===== src/ufm_pkg.sv =====
// Shared constants for the one-way serial write link.
// Assumes both ends run on a 125 MHz reference clock.
package ufm_pkg;
  // ---------------------------------------------------------------
  // Timing
  // ---------------------------------------------------------------
  localparam int REF_CLK_MHZ   = 125;
  localparam int LINK_MAX_KHZ  = 5000;
  // Shortest half period the master may make, rounded up to whole cycles.
  localparam int HALF_MIN_CYC  = (REF_CLK_MHZ * 1000 + 2 * LINK_MAX_KHZ - 1) / (2 * LINK_MAX_KHZ);
  localparam int HALF_CYC_DEF  = 16;
  // ---------------------------------------------------------------
  // Framing
  // ---------------------------------------------------------------
  localparam int BYTE_BITS     = 8;
  localparam int SLOT_BITS     = 9;
  localparam logic NINTH_LEVEL = 1'b1;
  localparam logic LINE_IDLE   = 1'b1;
endpackage : ufm_pkg


===== src/ufm_link_if.sv =====
// Two-wire one-way link between master and receiver.
// Both wires are driven only by the master; idle level is high.
`timescale 1ns/1ps
interface ufm_link_if;
  logic serial_clock_line;
  logic serial_data_line;
  modport master   (output serial_clock_line, output serial_data_line);
  modport receiver (input serial_clock_line, input serial_data_line);
endinterface : ufm_link_if


===== src/ufm_master.sv =====
// Master end: sends START, bytes each with a ninth bit of one, STOP.
// Assumes the user holds byte_valid with byte_data until byte_ready.
`timescale 1ns/1ps
module ufm_master #(
  parameter int HALF_CYC = ufm_pkg::HALF_CYC_DEF
) (
  input  wire logic       ref_clk,
  input  wire logic       rst,
  ufm_link_if.master      link,
  input  wire logic       byte_valid,
  input  wire logic [7:0] byte_data,
  input  wire logic       byte_last,
  output logic            byte_ready,
  output logic            busy
);
  // ---------------------------------------------------------------
  // Parameter checks
  // ---------------------------------------------------------------
  // The half period must keep the link at or under 5 MHz and fit the 8-bit counter.
  if (HALF_CYC < ufm_pkg::HALF_MIN_CYC || HALF_CYC > 256)
  begin : g_bad_half
    $error("HALF_CYC outside the range that the link and the counter allow");
  end

  typedef enum logic [2:0] {M_IDLE, M_START, M_LOW, M_HIGH, M_HOLD, M_STOPL, M_STOPH} mst_t;
  mst_t       st_ff;
  logic [7:0] cnt_ff;
  logic [3:0] bit_ff;
  logic [8:0] sh_ff;
  logic       last_ff;
  logic       scl_ff;
  logic       sda_ff;
  wire        tick = (cnt_ff == 8'(HALF_CYC - 1));

  assign link.serial_clock_line = scl_ff; // [RULE2]
  assign link.serial_data_line  = sda_ff;
  assign byte_ready = (st_ff == M_IDLE) || (st_ff == M_HOLD);
  assign busy       = (st_ff != M_IDLE);

  always_ff @(posedge ref_clk)
    if (rst || st_ff == M_IDLE || st_ff == M_HOLD || tick) cnt_ff <= 8'h00;
    else cnt_ff <= cnt_ff + 8'h01;

  always_ff @(posedge ref_clk)
  begin
    if (rst)
    begin
      st_ff   <= M_IDLE;
      scl_ff  <= ufm_pkg::LINE_IDLE; // [RULE5]
      sda_ff  <= ufm_pkg::LINE_IDLE;
      bit_ff  <= 4'h0;
      sh_ff   <= 9'h1FF;
      last_ff <= 1'b0;
    end
    else
      case (st_ff)
        M_IDLE:
          if (byte_valid)
          begin
            sda_ff  <= 1'b0; // [RULE6]
            sh_ff   <= {byte_data, ufm_pkg::NINTH_LEVEL}; // [RULE9]
            last_ff <= byte_last;
            bit_ff  <= 4'h0;
            st_ff   <= M_START;
          end
        M_START:
          if (tick)
          begin
            scl_ff <= 1'b0;
            st_ff  <= M_LOW;
          end
        M_LOW:
          if (tick)
          begin
            scl_ff <= 1'b1;
            st_ff  <= M_HIGH;
          end
          else if (cnt_ff == 8'h00)
            sda_ff <= sh_ff[8]; // Data changes only while clock low. [RULE4] [RULE3]
        M_HIGH:
          if (tick)
          begin
            scl_ff <= 1'b0;
            sh_ff  <= {sh_ff[7:0], 1'b1};
            if (bit_ff == 4'(ufm_pkg::SLOT_BITS - 1)) // [RULE10]
            begin
              bit_ff <= 4'h0;
              st_ff  <= last_ff ? M_STOPL : M_HOLD;
            end
            else
            begin
              bit_ff <= bit_ff + 4'h1;
              st_ff  <= M_LOW;
            end
          end
        // The clock waits low between bytes, so a slow source never cuts the frame.
        M_HOLD:
          if (byte_valid)
          begin
            sh_ff   <= {byte_data, ufm_pkg::NINTH_LEVEL}; // [RULE9]
            last_ff <= byte_last;
            st_ff   <= M_LOW; // No limit on bytes per frame. [RULE8]
          end
        M_STOPL:
          if (tick)
          begin
            scl_ff <= 1'b1;
            st_ff  <= M_STOPH;
          end
          else if (cnt_ff == 8'h00)
            sda_ff <= 1'b0;
        M_STOPH:
          if (tick)
          begin
            sda_ff <= 1'b1; // [RULE7]
            st_ff  <= M_IDLE;
          end
        default: st_ff <= M_IDLE;
      endcase
  end

endmodule : ufm_master


===== src/flat_wrapper.sv =====
// flat-port wrapper written by rule: the top's interface ports become plain ports
module ufm_master_flat 
#(
  parameter int HALF_CYC = ufm_pkg::HALF_CYC_DEF
)
  (ref_clk, rst, byte_valid, byte_data, byte_last, byte_ready, busy, link_serial_clock_line, link_serial_data_line);
  ufm_link_if link_i ();
  input  wire logic ref_clk;
  input  wire logic rst;
  input  wire logic byte_valid;
  input  wire logic [7:0] byte_data;
  input  wire logic byte_last;
  output logic byte_ready;
  output logic busy;
  output wire logic [$bits(link_i.serial_clock_line)-1:0] link_serial_clock_line;
  output wire logic [$bits(link_i.serial_data_line)-1:0] link_serial_data_line;
  assign link_serial_clock_line = link_i.serial_clock_line;
  assign link_serial_data_line = link_i.serial_data_line;
  ufm_master #(.HALF_CYC(HALF_CYC)) u_core (.ref_clk(ref_clk), .rst(rst), .link(link_i), .byte_valid(byte_valid), .byte_data(byte_data), .byte_last(byte_last), .byte_ready(byte_ready), .busy(busy));
endmodule

===== config.mk =====
export PLATFORM = sky130hd
export DESIGN_NAME = ufm_master_flat
export DESIGN_NICKNAME = d
export VERILOG_FILES = /design/src/ufm_pkg.sv /design/src/ufm_link_if.sv /design/src/ufm_master.sv /design/src/flat_wrapper.sv
export SDC_FILE = /design/constraint.sdc
export NUM_CORES = 1
export LEC_CHECK = 0
export BUFFER_PORTS_ARGS = -buffer_cell sky130_fd_sc_hd__buf_2
export CAP_MARGIN = 20
export CORE_MARGIN = 2
export CORE_UTILIZATION = 35
export DETAILED_ROUTE_END_ITERATION = 7
export PLACE_DENSITY = 0.57
export SLEW_MARGIN = 20
export SYNTH_ARGS = -nofsm -noshare
export SYNTH_HDL_FRONTEND = slang
export SYNTH_SLANG_ARGS = --single-unit

===== constraint.sdc =====
create_clock -name ref_clk -period 1.75 [get_ports ref_clk]
set_input_delay 0.0875 -clock ref_clk [delete_from_list [all_inputs] [get_ports ref_clk]]
set_output_delay 0.0875 -clock ref_clk [all_outputs]
set_load 0.02 [all_outputs]

# [Word-level counts from Yosys, hierarchy flattened]
# Cells that the tools add are included.
[totals] wordCells=77 register_bits=27
[op_classes] n_mux=26 n_addsub=2 n_reduce_logical=20 eq_ne=22
[op_table] cell="3-bit two-way mux" n=8
[op_table] cell="3-bit case mux with 7 select lines" n=1
[op_table] cell="2-bit by 1-bit != test with 1-bit output (second input constant)" n=10
[op_table] cell="9-bit two-way mux" n=2
[op_table] cell="9-bit case mux with 2 select lines" n=1
[op_table] cell="7-bit AND reduction" n=2
[op_table] cell="4-bit two-way mux" n=3
[op_table] cell="3-bit == test (second input constant)" n=3
[op_table] cell="3-bit AND reduction" n=3
[op_table] cell="8-bit by 1-bit adder with 8-bit output (second input constant)" n=1
[op_table] cell="8-bit by 4-bit == test with 1-bit output (second input constant)" n=1
[op_table] cell="8-bit logical NOT" n=1
[op_table] cell="1-bit two-way mux" n=8
[op_table] cell="2-bit != test (second input constant)" n=4
[op_table] cell="4-bit case mux with 2 select lines" n=1
[op_table] cell="3-bit by 2-bit == test with 1-bit output (second input constant)" n=2
[op_table] cell="2-bit nonzero test" n=3
[op_table] cell="2-bit OR reduction" n=3
[op_table] cell="4-bit by 1-bit adder with 4-bit output (second input constant)" n=1
[op_table] cell="4-bit == test (second input constant)" n=1
[op_table] cell="1-bit logical OR" n=4
[op_table] cell="1-bit case mux with 4 select lines" n=1
[op_table] cell="4-bit nonzero test" n=1
[op_table] cell="3-bit by 1-bit == test with 1-bit output (second input constant)" n=1
[op_table] cell="other kinds (4)" n=4

# [Logic depth before layout (Yosys ltp)]
[depth] depth_word=4 depth_mapped=7 depth_no_buf=6

# [Worst setup path after synthesis]
# No wires, ideal clock.
[synth_path] path_type="reg-to-reg" start="register u_core.cnt_ff[0]" end="register u_core.sh_ff[2]" path_slack_ns=0.049 arrival_ns=1.581 path_stages_with_launch=8 period_less_slack_ns=1.701 path_cell_list="dfxtp_1 > ha_1 > and3_1 > clkbuf_8 > a21oi_2 > or2_1 > buf_6 > a211o_1"
[synth_between] elab_chain_cells=3
[synth_rtl] element="start, declared" line_no="ufm_master.sv:27" text="logic [7:0] cnt_ff;"
[synth_rtl] element="start signal, assigned" line_no="ufm_master.sv:42" text="else cnt_ff <= cnt_ff + 8'h01;"
[synth_rtl] element="8-bit by 4-bit == test with 1-bit output" line_no="ufm_master.sv:33" text="wire tick = (cnt_ff == 8'(HALF_CYC - 1));"
[synth_rtl] element="2-bit by 1-bit != test with 1-bit output (no line)"
[synth_rtl] element="3-bit AND reduction (no line)"
[synth_rtl] element="end signal, assigned" line_no="ufm_master.sv:61" text="sh_ff <= {byte_data, ufm_pkg::NINTH_LEVEL};"
[synth_rtl] element="end signal, assigned" line_no="ufm_master.sv:84" text="sh_ff <= {sh_ff[7:0], 1'b1};"
[synth_rtl] element="end signal, assigned" line_no="ufm_master.sv:100" text="sh_ff <= {byte_data, ufm_pkg::NINTH_LEVEL};"
[synth_rtl] element="end, declared" line_no="ufm_master.sv:29" text="logic [8:0] sh_ff;"
# Every way passes these cells.
# A chain may end at the register's enable or synchronous reset.

# [Worst setup path after layout]
[layout_path] start="register u_core.cnt_ff[0]" end="register u_core.bit_ff[3]"
[layout_between] elab_chain_cells=3
[layout_rtl] element="8-bit by 4-bit == test with 1-bit output" line_no="ufm_master.sv:33"
[layout_rtl] element="2-bit by 1-bit != test with 1-bit output (no line)"
[layout_rtl] element="3-bit AND reduction (no line)"
[layout_rtl] element="end signal, assigned" line_no="ufm_master.sv:92" text="bit_ff <= bit_ff + 4'h1;"
[layout_rtl] element="end, declared" line_no="ufm_master.sv:28" text="logic [3:0] bit_ff;"
# Every way passes these cells.

==> reports/metrics.yaml <==
critical_path:
  worst_ep_arrival_time_ns: 1.87
  critPathSlowestCell: "or4_1"
  startpoint_type: "flop"
  r2r-end: "u_core.bit_ff[3]"
  r2r-start: "u_core.cnt_ff[0]"
  worstPathMaxFanout: 6
  r2r_slack_ns: 0.07
  worstSetupPathType: "reg2reg"
  r2r_cells: 5
  required_ns: 1.94
  path_buf_inv: 0
  cp_cell_sequence: "ha_1 -> and3_2 -> nand2_1 -> or4_1 -> a31oi_1"
  crit_cells: 5
  crit_family: "simple AND/OR/NAND/NOR gates"
  critPathCaptureType: "flop"
  max_stage_delay_ns: 0.52
clocking:
  cts_inserted_buffers: 3
  cts-root-buf: "clkbuf_8"
  h-tree-depth: 1
  ctsLongestPathBuffers: 2
  clk_pin_slew_ns: 0.08
  cts_tree: "built"
  post_cts_resized: 0
  clkLatencyLatePin_ns: 0.26
  ctsHoldBuffers: 0
  post_cts_buffers: 0
  clkSinkCount: 26
synthesis:
  synth.distinct_cells: 45
  ys_seq_area_frac: 0.3630
  ys_ff_latch: 26
  synthArstFlopShare: 0
  synth_nets: 182
  synthCells: 166
  postSynthAreaPerCell_um2: 8.638
  synth_warnings: 0
  syn_area_mm2: 0.001434
  synth_edf_count: 0
  ys.flop_type: "dfxtp_1"
sta:
  hold_viol_final: 0
  timing.fmax_mhz: 595.6
  worst_slack_ns: 0.07092
  setup_viol: 0
  max_slew.worst_pin.slew_ns: 0.4069
  min_period_ns: 1.679
  tns_ns: 0
  drv_slew: 0
  fin_skew_ns: 0.002199
  maxSlewHeadroom: 0.7287
  fin_crit_sh: 0.9595
  hold_ws_ns: 0.07352
  grt_setup_unrepaired: "no"
placed_design:
  hpwlAfterDp_um: 2348
  io_buffers: 15
  gp_congestion: 0.7688
  dpl.cell_count: 233
  pre_cts_ws_ns: 0.04928
floorplanning:
  die_area_mm2: 0.004625
  start_util: 0.3611
  io_pins: 16
  die_h_um: 68.01
  core_mm2: 0.003971
  num_rows: 23
  die_w_um: 68.01
finish:
  drive_gt1_frac: 0.2527
  final_common_cell: "dfxtp_1"
  diodes: 0
  nFillCells: 415
  postLayoutCoreUtil: 0.4216
  syn_to_final_growth_pct: 16.75
  finalNetCount: 204
  layout_common_cells: "dfxtp_1 (26), nor2_1 (15), buf_2 (15)"
  final_cells: 236
power:
  p_int_w: 0.0008775
  combPwrFrac: 0.182
  pwr-share-seq: 0.543
  switching_share: 0.2605
  leakage_nw: 0.6761
  net-switching-power_w: 0.0003092
  peakVddDrop_uv: 344.1
  power_per_cell_area_mw_per_mm2: 708.9
  pwr-share-clk: 0.275
min_path:
  min_path_cells: 3
  hold_end: "u_core.last_ff"
  worstHoldStart: "byte_last"
  hold_class: "in2reg"
global_routing:
  first_global_vias: 1206
  grt_pass1_wl_um: 5175
  overflow: 0
  grt_max_degree: 23
  grt_usage: 0.1455
  antenna_found_initial: 0
route:
  via_per_inst: 5.326
  drtPass1Iterations: 4
  drc: 0
  drt-initial-drc-count: 54
  wl_per_cell_um: 13.46
  via_count: 1257
  routed_wl_um: 3176
  final_antenna_net_count: 0
job:
  maxCapViolCount: 0
run_status:
  status: "completed"
==> cell usage after synthesis (3+ instances only) <==
cell type | count | area [µm²]
a21oi_1 | 12 | 60.06
clkbuf_1 | 4 | 15.01
a211o_1 | 7 | 61.31
ha_1 | 4 | 50.05
buf_2 | 4 | 20.02
nor3_1 | 10 | 50.05
nor2_1 | 15 | 56.30
o21ai_0 | 4 | 20.02
xnor2_1 | 4 | 35.03
nand2_1 | 5 | 18.77
nand3_1 | 13 | 65.06
inv_1 | 6 | 22.52
nand2b_1 | 3 | 18.77
mux2i_1 | 8 | 80.08
a21o_1 | 3 | 22.52
dfxtp_1 | 26 | 520.5
==> power by group through the flow <==
stage / clock (W) / combinational, W / sequential (W)
detailed placement: 0 / 0.000206 / 0.000659
CTS: 0.000351 / 0.000206 / 0.000645
finish: 0.000326 / 0.000216 / 0.000644
global route: 0.000366 / 0.000242 / 0.000648
floorplan: 0 / 0.000155 / 0.000652
global placement: 0 / 0.000199 / 0.000657
==> how the worst max path moves through the flow <==
| stage | start | end | slack (ns) |
|---|---|---|---|
| global placement | u_core.cnt_ff[0] | u_core.sh_ff[2] | 0.11 |
| finish | u_core.cnt_ff[0] | u_core.bit_ff[3] | 0.07 |
| global route | u_core.cnt_ff[6] | u_core.st_ff[1] | 0.003 |
| detailed placement | u_core.st_ff[0] | u_core.link.serial_data_line | 0.05 |
| CTS | u_core.cnt_ff[0] | u_core.link.serial_data_line | 0.03 |
| floorplan | u_core.cnt_ff[0] | u_core.sh_ff[2] | 0.05 |
==> through the flow <==
step / area, µm² / total power, W
final: 1674 / 0.001187
after global routing: 1674 / 0.001255
after CTS: 1643 / 0.001202
after detailed placement: 1602 / 0.0008649
after global placement: 1602 / 0.0008561
after floorplan: 1434 / 0.0008065
==> worst register-to-register path: stages, from the launching register on <==
cell and delay [ns]:
dfxtp_1 0.38, ha_1 0.19, and3_2 0.26, nand2_1 0.09, or4_1 0.52, a31oi_1 0.18
==> area by class of cell <==
| type | instances | area (µm²) | area share |
|---|---|---|---|
| multi-input combinational | 124 | 858.3 | 0.5127 |
| clock buffer | 3 | 41.29 | 0.02466 |
| timing repair buffer | 27 | 165.2 | 0.09865 |
| inverter | 6 | 26.28 | 0.01570 |
| tap | 50 | 62.56 | 0.03737 |
| sequential | 26 | 520.5 | 0.3109 |
==> layer usage <==
metal / vias to the layer above / track usage / share of wire
met3: 2 / 0.02632 / 0.037
met2: 29 / 0.2500 / 0.51
met5: - / 0 / 0
met1: 587 / 0.1849 / 0.45
li1: 639 / - / -
met4: 0 / 0.04250 / 0.0054
==> logic make-up after synthesis <==
family          synth area share
xor+xnor                 0.03665
fa+ha+maj                0.03491
simple gates              0.2609
compound gates            0.1815
flops                     0.3630
mux                      0.06545
buf+inv                  0.05759
==> flip-flops by register name, indices dropped and copies added (netlist names) <==
| register | flops |
|---|---|
| u_core.st_ff | 3 |
| u_core.link.serial_clock_line | 1 |
| u_core.last_ff | 1 |
| u_core.bit_ff | 4 |
| u_core.cnt_ff | 8 |
| u_core.link.serial_data_line | 1 |
| u_core.sh_ff | 8 |
Power figures use the tool's default switching activity.
